===== src/verilog/trt_pkg.sv =====
/*
 transmit ramp, modulation delay, synthesizer settle and preamble window
 timing constants and register map.
 assumes a 250 MHz system clock and a 32-bit avalon-mm register slave.
*/
// Operation
// - wait programmed delay before modulation starts
// - delay field times four microseconds
// - regulator ramp codes give 5..20 us
// - amplifier ramp codes give 5..20 us
// - cold settle is soft plus post-cal
// - soft settle field times ten us
// - soft settle resets to 100 us
// - post-cal settle only after calibration done
// - post-cal field 0..70 us, 10 us
// - post-cal settle resets to 20 us
// - preamble window threshold times four bits
// - test select 30 shows state indicators
// - test select 43 shows buffer signals
// - test select needs gpio test-mux mode
package trt_pkg;
    localparam int CLK_MHZ = 250;
    localparam int US_CYCLES = CLK_MHZ;
    localparam logic [7:0] OFF_TX_RAMP = 8'h52;
    localparam logic [7:0] OFF_PLL_TUNE = 8'h53;
    localparam logic [7:0] OFF_BOOST = 8'h54;
    localparam logic [7:0] OFF_TEST_BUS = 8'h51;
    localparam logic [7:0] OFF_STATUS = 8'hc0;
    localparam logic [7:0] RST_TX_RAMP = 8'h00;
    localparam logic [7:0] RST_PLL_TUNE = 8'h52;
    localparam logic [7:0] RST_BOOST = 8'h54;
    localparam logic [7:0] RST_TEST_BUS = 8'h00;
    localparam int MOD_DLY_LSB = 4;
    localparam int REG_RAMP_LSB = 2;
    localparam int AMP_RAMP_LSB = 0;
    localparam int SOFT_LSB = 3;
    localparam int POSTCAL_LSB = 0;
    localparam int PRE_TH_LSB = 2;
    localparam int TEST_SEL_LSB = 0;
    localparam int MOD_STEP_US = 4;
    localparam int RAMP_BASE_US = 5;
    localparam int SETTLE_STEP_US = 10;
    localparam int PRE_BITS_PER = 4;
    localparam logic [5:0] TB_STATES = 6'h1e;
    localparam logic [5:0] TB_BUFFER = 6'h2b;
    localparam logic [7:0] DEAD_READ = 8'h00;
endpackage


===== src/verilog/trt_tick.sv =====
/*
 microsecond tick generator.
 assumes the system clock rate in the package.
*/
`timescale 1ns/1ps
module trt_tick
    import trt_pkg::*;
(
    input wire logic clock,
    input wire logic arst_n,
    output logic usTick
);
    typedef struct packed {
        logic [8:0] cnt;
        logic tick;
    } trt_tick_t;
    trt_tick_t st, next_st;
    // -------------------------------------------------------------
    // fixed-rate tick
    // -------------------------------------------------------------
    always_comb begin
        next_st = st;
        next_st.tick = 1'b0;
        if (st.cnt == 9'(US_CYCLES - 1)) begin
            next_st.cnt = 9'h000;
            next_st.tick = 1'b1;
        end else begin
            next_st.cnt = st.cnt + 9'h001;
        end
    end
    always_ff @(posedge clock or negedge arst_n) begin
        if (!arst_n) begin
            st <= '0;
        end else begin
            st <= next_st;
        end
    end
    assign usTick = st.tick;
endmodule


===== src/verilog/trt_timing.sv =====
/*
 transmit start-up timing: regulator ramp, amplifier ramp, modulation
 delay on both ramp directions, synthesizer settle, preamble window and
 a small digital test bus.
 assumes requests from the radio state machine on the same clock and
 avalon-mm with waitrequest from software.
*/
// Local design decision: the Avalon-MM interface to the registers.
`timescale 1ns/1ps
module trt_timing
    import trt_pkg::*;
(
    input wire logic clock,
    input wire logic arst_n,
    input wire logic [7:0] address,
    input wire logic read,
    input wire logic write,
    input wire logic [31:0] writedata,
    input wire logic [3:0] byteenable,
    output logic [31:0] readdata,
    output logic waitrequest,
    output logic [1:0] response,
    input wire logic txStart,
    input wire logic txStop,
    input wire logic tuneReq,
    input wire logic retune,
    input wire logic calDone,
    input wire logic bitTick,
    input wire logic chipReady,
    input wire logic bufAlmostFull,
    input wire logic bufWrite,
    input wire logic bufEmpty,
    input wire logic gpioTestMux,
    output logic regEnable,
    output logic ampEnable,
    output logic modEnable,
    output logic txActive,
    output logic pllSettled,
    output logic pllEnable,
    output logic preambleWindow,
    output logic [2:0] gpioOut
);
    typedef enum {
        TX_IDLE, TX_REG_RAMP, TX_AMP_RAMP, TX_MOD_DLY, TX_RUN,
        TX_DN_DLY, TX_DN_RAMP
    } trt_tx_t;
    typedef enum {PL_IDLE, PL_WAIT_CAL, PL_SOFT, PL_POST, PL_LOCK}
        trt_pll_t;
    typedef struct packed {
        logic [7:0] txRamp;
        logic [7:0] pllTune;
        logic [7:0] boost;
        logic [7:0] testBus;
        logic [31:0] rdata;
        logic ack;
        logic waitReq;
        trt_tx_t txState;
        logic [8:0] txCnt;
        trt_pll_t plState;
        logic [8:0] plCnt;
        logic [6:0] preCnt;
        logic preWin;
        logic regEn;
        logic ampEn;
        logic modEn;
        logic txAct;
        logic pllOk;
        logic pllEn;
        logic [2:0] gpio;
        logic [1:0] syncMux;
    } trt_st_t;
    trt_st_t st, next_st;
    logic usTick;

    // -------------------------------------------------------------
    // helpers
    // -------------------------------------------------------------
    function automatic logic [8:0] rampUs(input logic [1:0] code);
        rampUs = 9'(RAMP_BASE_US) * (9'(code) + 9'h001);
    endfunction
    function automatic logic [8:0] modUs(input logic [2:0] code);
        modUs = 9'(MOD_STEP_US) * 9'(code);
    endfunction
    function automatic logic [8:0] settleUs(input logic [4:0] code);
        settleUs = 9'(SETTLE_STEP_US) * 9'(code);
    endfunction
    function automatic logic [7:0] merge(input logic [7:0] old,
        input logic [31:0] wd, input logic [3:0] be);
        merge = be[0] ? wd[7:0] : old;
    endfunction

    trt_tick u_tick (
        .clock(clock),
        .arst_n(arst_n),
        .usTick(usTick)
    );

    // -------------------------------------------------------------
    // next state
    // -------------------------------------------------------------
    always_comb begin
        next_st = st;
        next_st.ack = 1'b0;
        // single wait cycle then ack; write lands on the ack edge
        if ((read || write) && !st.ack) begin
            next_st.ack = 1'b1;
            next_st.rdata = '0;
            if (address == OFF_TX_RAMP) begin
                next_st.rdata = {24'h0, st.txRamp};
            end else if (address == OFF_PLL_TUNE) begin
                next_st.rdata = {24'h0, st.pllTune};
            end else if (address == OFF_BOOST) begin
                next_st.rdata = {24'h0, st.boost};
            end else if (address == OFF_TEST_BUS) begin
                next_st.rdata = {24'h0, st.testBus};
            end else if (address == OFF_STATUS) begin
                next_st.rdata = {23'h0, st.preWin, st.pllOk, st.txAct,
                    st.modEn, st.ampEn, st.regEn, 3'(st.txState)};
            end else begin
                next_st.rdata = {24'h0, DEAD_READ};
            end
        end
        if (write && st.ack) begin
            if (address == OFF_TX_RAMP) begin
                next_st.txRamp = merge(st.txRamp, writedata, byteenable);
            end else if (address == OFF_PLL_TUNE) begin
                next_st.pllTune = merge(st.pllTune, writedata, byteenable);
            end else if (address == OFF_BOOST) begin
                next_st.boost = merge(st.boost, writedata, byteenable);
            end else if (address == OFF_TEST_BUS) begin
                next_st.testBus = merge(st.testBus, writedata, byteenable);
            end
        end
        next_st.waitReq = !next_st.ack;

        // transmit sequence, counted in microseconds
        if (usTick && st.txCnt != 9'h000) begin
            next_st.txCnt = st.txCnt - 9'h001;
        end
        case (st.txState)
            TX_IDLE: begin
                if (txStart) begin
                    next_st.txState = TX_REG_RAMP;
                    next_st.regEn = 1'b1;
                    next_st.txCnt = rampUs(st.txRamp[REG_RAMP_LSB +: 2]);
                end
            end
            TX_REG_RAMP: begin
                if (st.txCnt == 9'h000) begin
                    next_st.txState = TX_AMP_RAMP;
                    next_st.ampEn = 1'b1;
                    next_st.txCnt = rampUs(st.txRamp[AMP_RAMP_LSB +: 2]);
                end
            end
            TX_AMP_RAMP: begin
                if (st.txCnt == 9'h000) begin
                    next_st.txState = TX_MOD_DLY;
                    // delay runs from amplifier enable, so only the rest
                    // of it is left once the ramp is over
                    if (modUs(st.txRamp[MOD_DLY_LSB +: 3]) >
                        rampUs(st.txRamp[AMP_RAMP_LSB +: 2])) begin
                        next_st.txCnt = modUs(st.txRamp[MOD_DLY_LSB +: 3]) -
                            rampUs(st.txRamp[AMP_RAMP_LSB +: 2]);
                    end
                end
            end
            TX_MOD_DLY: begin
                if (st.txCnt == 9'h000) begin
                    next_st.txState = TX_RUN;
                    next_st.modEn = 1'b1;
                    next_st.txAct = 1'b1;
                end
            end
            TX_RUN: begin
                if (txStop) begin
                    next_st.txState = TX_DN_DLY;
                    next_st.modEn = 1'b0;
                    next_st.txCnt = modUs(st.txRamp[MOD_DLY_LSB +: 3]);
                end
            end
            TX_DN_DLY: begin
                if (st.txCnt == 9'h000) begin
                    next_st.txState = TX_DN_RAMP;
                    next_st.ampEn = 1'b0;
                    next_st.txCnt = rampUs(st.txRamp[AMP_RAMP_LSB +: 2]);
                end
            end
            TX_DN_RAMP: begin
                if (st.txCnt == 9'h000) begin
                    next_st.txState = TX_IDLE;
                    next_st.regEn = 1'b0;
                    next_st.txAct = 1'b0;
                end
            end
            default: begin
                next_st.txState = TX_IDLE;
            end
        endcase

        // synthesizer settle
        if (usTick && st.plCnt != 9'h000) begin
            next_st.plCnt = st.plCnt - 9'h001;
        end
        case (st.plState)
            PL_IDLE: begin
                if (tuneReq) begin
                    next_st.plState = PL_WAIT_CAL;
                    next_st.pllEn = 1'b1;
                    next_st.pllOk = 1'b0;
                end
            end
            PL_WAIT_CAL: begin
                if (calDone) begin
                    next_st.plState = PL_SOFT;
                    next_st.plCnt =
                        settleUs(st.pllTune[SOFT_LSB +: 5]);
                end
            end
            PL_SOFT: begin
                if (st.plCnt == 9'h000) begin
                    next_st.plState = PL_POST;
                    next_st.plCnt =
                        settleUs(5'(st.pllTune[POSTCAL_LSB +: 3]));
                end
            end
            PL_POST: begin
                if (st.plCnt == 9'h000) begin
                    next_st.plState = PL_LOCK;
                    next_st.pllOk = 1'b1;
                end
            end
            PL_LOCK: begin
                if (!tuneReq) begin
                    next_st.plState = PL_IDLE;
                    next_st.pllEn = 1'b0;
                    next_st.pllOk = 1'b0;
                end else if (retune) begin
                    // retune from lock skips the post-cal wait
                    next_st.plState = PL_POST;
                    next_st.pllOk = 1'b0;
                    next_st.plCnt =
                        settleUs(st.pllTune[SOFT_LSB +: 5]);
                end
            end
            default: begin
                next_st.plState = PL_IDLE;
            end
        endcase

        // preamble evaluation window in bit periods
        next_st.preWin = st.preCnt != 7'h00;
        if (txStart || (st.preCnt == 7'h00 && tuneReq && !st.preWin &&
            st.plState == PL_IDLE)) begin
            next_st.preCnt = 7'(PRE_BITS_PER) *
                7'(st.boost[PRE_TH_LSB +: 4]);
        end else if (bitTick && st.preCnt != 7'h00) begin
            next_st.preCnt = st.preCnt - 7'h01;
        end

        // digital test bus
        // mux mode strap comes from pin configuration logic, async here
        next_st.syncMux = {st.syncMux[0], gpioTestMux};
        next_st.gpio = 3'b000;
        if (st.syncMux[1]) begin
            if (st.testBus[TEST_SEL_LSB +: 6] == TB_STATES) begin
                next_st.gpio = {st.txAct, st.pllEn, chipReady};
            end else if (st.testBus[TEST_SEL_LSB +: 6] == TB_BUFFER) begin
                next_st.gpio = {bufEmpty, bufWrite, bufAlmostFull};
            end
        end
    end

    // -------------------------------------------------------------
    // registers
    // -------------------------------------------------------------
    always_ff @(posedge clock or negedge arst_n) begin
        if (!arst_n) begin
            st <= '0;
            st.txRamp <= RST_TX_RAMP;
            st.pllTune <= RST_PLL_TUNE;
            st.boost <= RST_BOOST;
            st.testBus <= RST_TEST_BUS;
            st.txState <= TX_IDLE;
            st.plState <= PL_IDLE;
            st.waitReq <= 1'b1;
        end else begin
            st <= next_st;
        end
    end

    assign readdata = st.rdata;
    assign waitrequest = st.waitReq;
    assign response = 2'b00;
    assign regEnable = st.regEn;
    assign ampEnable = st.ampEn;
    assign modEnable = st.modEn;
    assign txActive = st.txAct;
    assign pllSettled = st.pllOk;
    assign pllEnable = st.pllEn;
    assign preambleWindow = st.preWin;
    assign gpioOut = st.gpio;
endmodule

===== config.mk =====
export PLATFORM = sky130hd
export DESIGN_NAME = trt_timing
export DESIGN_NICKNAME = d
export VERILOG_FILES = /design/src/verilog/trt_pkg.sv /design/src/verilog/trt_tick.sv /design/src/verilog/trt_timing.sv
export SDC_FILE = /design/constraint.sdc
export NUM_CORES = 1
export LEC_CHECK = 0
export BUFFER_PORTS_ARGS = -buffer_cell sky130_fd_sc_hd__buf_2
export CELL_PAD_IN_SITES_DETAIL_PLACEMENT = 1
export CELL_PAD_IN_SITES_GLOBAL_PLACEMENT = 2
export CORE_MARGIN = 2
export CORE_UTILIZATION = 31
export CTS_CLUSTER_SIZE = 12
export DETAILED_ROUTE_END_ITERATION = 8
export GPL_ROUTABILITY_DRIVEN = 0
export GPL_TIMING_DRIVEN = 1
export HOLD_SLACK_MARGIN = 0.05
export PLACE_DENSITY = 0.72
export SLEW_MARGIN = 20
export SYNTH_ARGS = -nofsm -noshare
export SYNTH_HDL_FRONTEND = slang
export SYNTH_HIERARCHICAL = 1
export SYNTH_SLANG_ARGS = --single-unit
export TNS_END_PERCENT = 1

===== constraint.sdc =====
create_clock -name clock -period 2.1 [get_ports clock]
set_input_delay 0.21 -clock clock [delete_from_list [all_inputs] [get_ports clock]]
set_output_delay 0.21 -clock clock [all_outputs]
set_load 0.02 [all_outputs]

==> run metrics, run 1 <==
status finished, final reports clean; Post-Route WL 15.6 mm; Synth cell types 66; Worst-path clk slew 0.08 ns; area delta synth->final 18.0%; Avg Inst Size Synth 9.50 sq um; hold_sp bitTick; TNS Setup 0 ns; pin count of the biggest net entering global routing 97; Reg area 0.00241 sq mm; first-pass GRT wire length 25.6 mm; Synth top area share 39.4%; number of global-route vias before repair 4763; Seq cells post-synth 96; mux share of post-synthesis cell area 5.88%; Ports 104; Async SR Flop Fraction 100%; Worst-Margin Slew 0.579 ns; Initial DRC Count 236; Nets 747; Crit. End Element flop; CTS tree yes; adder-cell share of the synthesized area 5.62%; Vias/cell 5.05; CP max FO 3; CORE AREA 0.0180 sq mm; RSZ-0062 raised after global routing yes; hold path cells 2; GRT Util Overall 16.6%; Fill cells 2051; Rows 49; via count 4538; Hold Fails Final Rpt 0; area occupied by multi-input gates 0.00295 sq mm; cell mode on critical path ha_1; post-layout min period 2.04 ns; drt wl/cell 17.3 um; CP Launch Type flop; Synth area leader dfrtp_1; Worst Reg2Reg Path Length in Cells 6; Max clock buf depth 2; Mapped Area 0.00566 sq mm; post-synthesis xor/xnor area fraction 3.40%; commonest non-fill, non-tap cell in the layout dfrtp_1; chip width 139 um; die extent in y 139 um; max cap viols 0; main combinational cell family by area after synthesis simple AND/OR/NAND/NOR gates; htree depth 3; Top FF cell, synth dfrtp_1; Max VDD drop 0.422 mV; commonest non-fill, non-tap cells in the layout dfrtp_1 (88), a21oi_1 (57), buf_2 (50); CP required 2.34 ns; ratio of cells with drive above 1 in the final layout 25.6%; worst r2r src st[155]; Final Max Slew Viols 0; Final Setup Violations 0; total CTS buffers 9; Power Density 900 mW/mm^2; crit path kind flop to flop; Worst EP arrival 2.28 ns; EDFF count, synth 0; WHS Endpoint st[13]; fmax 489 MHz; Worst R2R Setup Slack 0.06 ns; Leakage 2.98 nW; pre-CTS WS -0.210 ns; Reg-to-Reg End st[25]; post-route setup slack 0.0566 ns; Initial Utilization 31.5%; initial antenna violation count 0; GRT Residual Overflow 0; Post-Synthesis Cells 596; crit share post-route 97.3%; drt pass-1 iters 4; largest cells by area after synthesis dfrtp_1 (39%), mux2_2 (5.2%), a21oi_1 (5.1%), ha_1 (5.1%), buf_4 (4.9%); n_diodes 0; DRC Markers 0; crit-path max cell delay 0.55 ns; Synth Area in Compound Gates 16.7%; simple-gate share of the synthesized area 17.2%; critical-path cell list ha_1, ha_1, fa_1, xor2_1, a31oi_1, o21ai_1; DP HPWL 11.9 mm; Final Core Density 37.2%; sequential share of the synthesized area 42.6%; Root Buffer clkbuf_16; PortBufs 51; WHS 0.113 ns; class of the worst hold path input pin to flop; worst skew pair latency 0.35 ns; Critical Path Slowest Stage Cell dfstp_2; Worst Skew 0.00724 ns; Slew headroom 61.3%; antenna viol nets, final 0; Yosys Warn Count 6; Die ar. 0.0194 sq mm; Clock Sinks 96
==> flip-flops by register name (all words and copies together) (netlist names) <==
register        cells
modEnable           1
u_tick/usTick       1
ampEnable           1
pllSettled          1
gpioOut             3
readdata            9
pllEnable           1
st                 65
waitrequest         1
u_tick/st           9
regEnable           1
next_st             1
txActive            1
preambleWindow      1
==> report_power, final <==
| part | switching [mW] | total (mW) | internal, mW |
|---|---|---|---|
| combinational | 1.05 | 1.81 | 0.763 |
| sequential | 0.269 | 2.36 | 2.09 |
| clock | 0.788 | 1.85 | 1.06 |
==> layout make-up <==
cell class / instances / share of cell area (%)
clock buffer: 9 / 3.37
clock inverter: 7 / 1.55
inverter: 29 / 1.63
multi-input combinational: 435 / 44.1
sequential: 96 / 36.1
tap: 229 / 4.29
timing repair buffer: 93 / 8.90
==> how the worst max path moves through the flow <==
stage / from / endpoint / slack (ns) / depth (start not counted)
floorplan: st[159] / st[64] / 0.002 / 7
global placement: st[159] / st[64] / -0.10 / 7
detailed placement: st[159] / st[60] / -0.21 / 7
CTS: st[20] / st[20] / 0.001 / 6
global route: st[61] / st[64] / -0.04 / 8
finish: st[155] / st[25] / 0.06 / 6
==> synthesized netlist by cell type (2+ instances only) <==
library cell,instances
nand3_1,12
o21ai_1,5
a22oi_1,9
o211ai_1,4
and2_1,2
nand3b_1,2
nand4b_1,5
nor3_1,13
and3_1,6
o22ai_1,14
o21ai_0,31
nand2_1,42
nor2_1,38
xnor2_1,16
mux2_2,26
ha_1,23
clkbuf_1,19
nor2b_1,7
mux2i_1,4
or4b_2,2
a21oi_1,58
inv_1,28
o221ai_1,4
a21o_1,4
buf_2,3
a211oi_1,5
nand2b_1,7
nor3b_1,6
xor2_1,6
nor4_1,7
a31oi_1,4
o21ai_2,2
o2bb2ai_1,8
or3_1,8
buf_4,37
dfstp_2,7
nand4_1,4
dfrtp_1,89
o31ai_1,2
==> kinds of logic (layout without fill, tap and decap cells) <==
family / Yosys count / count (layout)
simple gates: 177 / 177
compound gates: 156 / 156
flops: 96 / 96
buf+inv: 89 / 138
mux: 30 / 30
fa+ha+maj: 25 / 25
xor+xnor: 22 / 22
other cells: 1 / 25
==> metal layers <==
| metal | track usage [%] | part of all wire (%) | vias to the layer above |
|---|---|---|---|
| met3 | 3.28 | 3.1 | 10 |
| met2 | 28.4 | 49 | 52 |
| met5 | 0 | 0 | - |
| met1 | 21.9 | 47 | 2271 |
| li1 | - | - | 2205 |
| met4 | 3.35 | 0.83 | 0 |
==> through the flow <==
stage	total power, mW	instance area, sq um	instances
after detailed placement	4.10	6220	878
after CTS	6.05	6640	898
after global placement	4.02	6220	878
final	6.02	6680	898
after global routing	6.39	6680	898
after floorplan	3.51	5750	620
==> worst max-delay path, delay by kind of cell (launching register included) <==
family,cells,cell delay (ns)
fa+ha+maj,3,0.88
compound gates,2,0.30
flops,1,0.55
xor+xnor,1,0.20
==> timing repair <==
item	4_1_cts	5_1_grt
endpoints found under the setup margin	9	17
setup buffers	2	0
gates resized for setup	7	10
pin swaps	4	2
hold buffers	2	0
endpoints found under the hold margin	90	0
Power figures use the tool's default switching activity.
==> inputs of run 2 (changes only) <==
Settings changed: BUFFER_PORTS_ARGS -buffer_cell sky130_fd_sc_hd__buf_2 to -buffer_cell sky130_fd_sc_hd__clkbuf_2, CTS_CLUSTER_SIZE 12 to unset.
==> run metrics, run 2 (synthesis results as in run 1) <==
status finished, final reports clean; crit share post-route 98.7%; Die ar. 0.0194 sq mm; fmax 483 MHz; via count 4636; drt wl/cell 17.7 um; Worst-Margin Slew 0.645 ns; crit path kind flop to flop; drt pass-1 iters 4; area delta synth->final 18.5%; worst skew pair latency 0.36 ns; antenna viol nets, final 0; post-layout min period 2.07 ns; Critical Path Slowest Stage Cell dfrtp_1; Final Setup Violations 0; Crit. End Element flop; DP HPWL 12.1 mm; Final Core Density 37.3%; Worst Reg2Reg Path Length in Cells 9; max FFs per register 65; CTS tree yes; PortBufs 51; htree depth 3; Leakage 2.97 nW; critical-path cell list buf_6, ha_4, ha_4, a211oi_1, a21oi_2, a31oi_4, nor3_4, buf_12, o211ai_1; chip width 139 um; CORE AREA 0.0180 sq mm; commonest non-fill, non-tap cell in the layout dfrtp_1; Post-Route WL 15.9 mm; Worst EP arrival 2.35 ns; GRT Util Overall 17.2%; number of global-route vias before repair 4954; class of the worst hold path input pin to flop; Slew headroom 56.8%; Worst-path clk slew 0.07 ns; CP Depth 9; Fill cells 2056; cell mode on critical path ha_4; RSZ-0062 raised after global routing yes; GRT Residual Overflow 0; area occupied by multi-input gates 0.00299 sq mm; Ports 104; Hold Fails Final Rpt 0; Root Buffer clkbuf_16; max cap viols 0; Rows 49; die extent in y 139 um; hold path cells 2; DRC Markers 0; CP bufs+invs 2; Final Max Slew Viols 0; n_diodes 0; ratio of cells with drive above 1 in the final layout 26.6%; pin count of the biggest net entering global routing 97; Max VDD drop 0.383 mV; Worst Skew 0.00611 ns; Max clock buf depth 2; post-route setup slack 0.0283 ns; first-pass GRT wire length 26.5 mm; total CTS buffers 9; CP required 2.38 ns; Initial DRC Count 213; Nets 750; Vias/cell 5.15; Power Density 874 mW/mm^2; Initial Utilization 31.5%; Reg with most FFs st; pre-CTS WS -0.166 ns; crit-path leading delay family compound AO/OA/AOI/OAI gates; crit-path max cell delay 0.39 ns; Reg area 0.00241 sq mm; CP Launch Type flop; CP max FO 7; commonest non-fill, non-tap cells in the layout dfrtp_1 (89), a21oi_1 (57), clkbuf_2 (50); initial antenna violation count 0; Clock Sinks 96
## run 2: changes by cell type in the layout (fill, tap and decap cells not counted), sizes merged
cell	change
bufinv	-2
clkinvlp	+2
buf	-47
clkbuf	+50
## run 2: layout make-up
class	count	share of cell area (%)
well taps	229	4.27
inverters	29	1.62
repair buffers	96	9.39
clock inverters	7	0.840
clock buffers	9	3.36
flip-flops and latches	96	36.0
multi-input cells	435	44.6
## run 2: metrics by stage
step | cell area [sq um] | power [mW] | TNS [ns] | hold slack [ns] | std cells
2_1_floorplan | 5750 | 3.51 | 0 | -0.0856 | 620
3_3_place_gp | 6220 | 4.04 | -0.370 | 0.315 | 879
3_5_place_dp | 6220 | 4.10 | -0.899 | 0.323 | 879
4_1_cts | 6610 | 5.79 | 0 | 0.110 | 899
5_1_grt | 6710 | 6.23 | -0.460 | 0.146 | 901
6_report | 6710 | 5.86 | 0 | 0.119 | 901
## run 2: per-layer routing
| layer | GRT usage (%) | wire length [um] |
|---|---|---|
| met3 | 2.59 | 419 |
| met4 | 6.49 | 340 |
| met5 | 0 | 0 |
| met1 | 22.3 | 7300 |
| met2 | 29.0 | 7850 |
## run 2: final timing paths
path,from,to,slack [ns]
setup / recovery,st[159],st[65],0.03
hold / removal,bitTick,st[13],0.12
setup reg to reg,st[159],st[65],0.03
hold reg to reg,next_st[1],st[1],0.36
max in group asynchronous,arst_n,st[152],1.23
min in group asynchronous,arst_n,st[13],0.45
## run 2: where the power goes
group          internal [mW]  switching, mW
sequential              2.09          0.274
clock                  0.816          0.783
combinational          0.817           1.08
total                   3.72           2.14
## run 2: worst reg2reg max path: stages (launching register included)
cell and delay (ns):
dfrtp_1 0.39, buf_6 0.12, ha_4 0.27, ha_4 0.21, a211oi_1 0.28, a21oi_2 0.13
a31oi_4 0.20, nor3_4 0.06, buf_12 0.17, o211ai_1 0.17
## run 2: timing repair
action | CTS | global route
endpoints found under the setup margin | 7 | 16
hold buffers | 2 | 0
buffers inserted | 2 | 2
pin swaps | 7 | 9
hold endpoints to repair | 90 | 0
gates resized for setup | 8 | 16
==> inputs of run 3 (changes only) <==
Settings changed: CORE_UTILIZATION 31 to 32, PLACE_DENSITY 0.72 to 0.73, SYNTH_HIERARCHICAL 1 to unset.
==> run metrics, run 3 <==
Synth area leader dfrtp_1; Mapped Area 0.00552 sq mm; Reg with most FFs st; Worst R2R Setup Slack -0.08 ns; Hold Fails Final Rpt 0; Net Sw Power 2.13 mW; total CTS buffers 9; area delta synth->final 20.9%; Max Used Layer met4; ratio of cells with drive above 1 in the final layout 30.3%; class of the worst hold path input pin to flop; Post-Synthesis Cells 551; RSZ-0062 raised after global routing yes; Worst-path clk slew 0.07 ns; Worst-Margin Slew 0.690 ns; cell area after layout 0.00668 sq mm; EDFF count, synth 0; share of power burned in registers 39.1%; placed cell areas 0.00621 sq mm; Final Setup Violations 6; Power Density 891 mW/mm^2; Post-Route WL 15.8 mm; met2 wire length 7.79 mm; CORE AREA 0.0171 sq mm; Worst EP arrival 2.42 ns; sequential share of the synthesized area 43.7%; Slew headroom 54.0%; CP Launch Type flop; Setup crit end st[62]; post-layout min period 2.18 ns; commonest non-fill, non-tap cell in the layout dfrtp_1; Reg-to-Reg End st[62]; GRT Util Overall 18.0%; met3 wire length 391 um; Synth top area share 40.3%; internal power 3.82 mW; Initial Utilization 32.4%; die extent in y 135 um; worst r2r src st[159]; CP Launch Point st[159]; Worst Skew 0.00555 ns; Synth cell types 70; post-route setup slack -0.0847 ns; pin count of the biggest net entering global routing 51; drt pass-1 iters 4; DP HPWL 12.0 mm; first-pass GRT wire length 25.3 mm; Final Max Slew Viols 0; Clock Sinks 96; Die ar. 0.0183 sq mm; crit path kind flop to flop; max cap viols 0; GRT Residual Overflow 0; worst skew pair latency 0.35 ns; routed length on met1 7.24 mm; Rows 48; failing checks negative setup slack; Root Buffer clkbuf_16; top cells by count, synth dfrtp_1 (89), nor2_1 (51), nand2_1 (41); Crit. End Element flop; chip width 135 um; switching share of power 35.9%; Vias/cell 5.17; hold path cells 2; Top FF cell, synth dfrtp_1; most frequent cell after synthesis dfrtp_1; CP max FO 3; Overall Power 5.95 mW; Cell Count, Final, Fillers Out 869; initial antenna violation count 0; Initial DRC Count 143; CTS tree yes; Yosys Warn Count 0; Ports 104; fmax 458 MHz; max FFs per register 65; crit share post-route 104%; Max clock buf depth 2; drt wl/cell 18.1 um; Seq cells post-synth 96; Clock power frac 29.2%; commonest non-fill, non-tap cells in the layout dfrtp_1 (89), buf_4 (52), nor2_1 (51); n_diodes 0; CP required 2.33 ns; antenna viol nets, final 0; PortBufs 51; Avg Inst Size Synth 10.0 sq um; via count 4495; placed cells 846; largest cells by area after synthesis dfrtp_1 (40%), mux2_2 (6.7%), ha_1 (5.2%), buf_4 (5.2%), nor2_1 (3.5%); Leakage 3.13 nW; Nets 722; Final Core Density 39.1%; Worst Reg2Reg Path Length in Cells 8; DRC Markers 0; TNS Setup -0.300 ns; status complete, but fails checks; Max VDD drop 0.364 mV; htree depth 3; Async SR Flop Fraction 100%; Logic pwr share 31.7%; number of global-route vias before repair 4707
run 3: final cells by class:
| class | count | area (sq um) |
|---|---|---|
| clock buffer | 12 | 256 |
| clock inverter | 4 | 51.3 |
| fill | 1961 | 10400 |
| inverter | 23 | 86.3 |
| multi-input combinational | 402 | 2900 |
| sequential | 96 | 2410 |
| tap | 225 | 282 |
| timing repair buffer | 107 | 694 |
run 3: logic make-up (layout without fill, tap and decap cells):
| kind of cell | count (synthesis) | after routing | synth area share, % |
|---|---|---|---|
| flip-flops | 96 | 96 | 43.7 |
| AO/OA/AOI/OAI | 116 | 116 | 14.5 |
| other | 1 | 25 | 0.0679 |
| adder cells (fa/ha/maj) | 25 | 25 | 5.76 |
| XOR/XNOR | 26 | 26 | 4.13 |
| buffers and inverters | 77 | 146 | 7.98 |
| AND/OR/NAND/NOR | 177 | 177 | 17.2 |
| multiplexers | 33 | 33 | 6.73 |
run 3: worst min path at each step:
| stage | startpoint | end | slack [ns] |
|---|---|---|---|
| after floorplan | arst_n | ampEnable | -0.09 |
| after global placement | arst_n | st[161] | 0.29 |
| after detailed placement | arst_n | gpioOut[0] | 0.30 |
| after CTS | bitTick | st[13] | 0.12 |
| after global routing | bitTick | st[13] | 0.12 |
| final | bitTick | st[13] | 0.13 |
run 3: what timing repair did:
item / 4_1_cts / 5_1_grt
setup endpoints to repair: 9 / 16
setup buffers: 4 / 1
endpoints found under the hold margin: 41 / 0
hold buffers: 2 / 0
gates resized for setup: 17 / 7
cloned: 0 / 0
pin swaps: 9 / 7
run 3: worst max-delay path, stage by stage, from the launching register on:
cell	delay [ns]
dfrtp_1	0.42
ha_4	0.26
ha_4	0.27
nand4_1	0.14
a211oi_4	0.32
buf_4	0.17
nand4_4	0.09
and2_4	0.16
a211o_1	0.24
run 3: through the flow:
| step | setup slack [ns] | hold WS, ns |
|---|---|---|
| finish | -0.0847 | 0.127 |
| global route | -0.155 | 0.124 |
| CTS | -0.0674 | 0.117 |
| detailed placement | -0.151 | 0.299 |
| global placement | -0.0349 | 0.286 |
| floorplan | -0.000689 | -0.0856 |
run 3: layer usage:
layer,vias to the layer above,global-route usage (%)
li1,2121,-
met1,2278,23.3
met2,79,31.1
met3,17,2.17
met4,0,6.13
met5,-,0
run 3: power by group through the flow:
stage / combinational, mW / sequential, mW / clock [mW]
floorplan: 1.15 / 2.26 / 0
global placement: 1.74 / 2.35 / 0
detailed placement: 1.78 / 2.36 / 0
CTS: 1.84 / 2.33 / 1.79
global route: 2.08 / 2.37 / 1.85
finish: 1.89 / 2.33 / 1.74
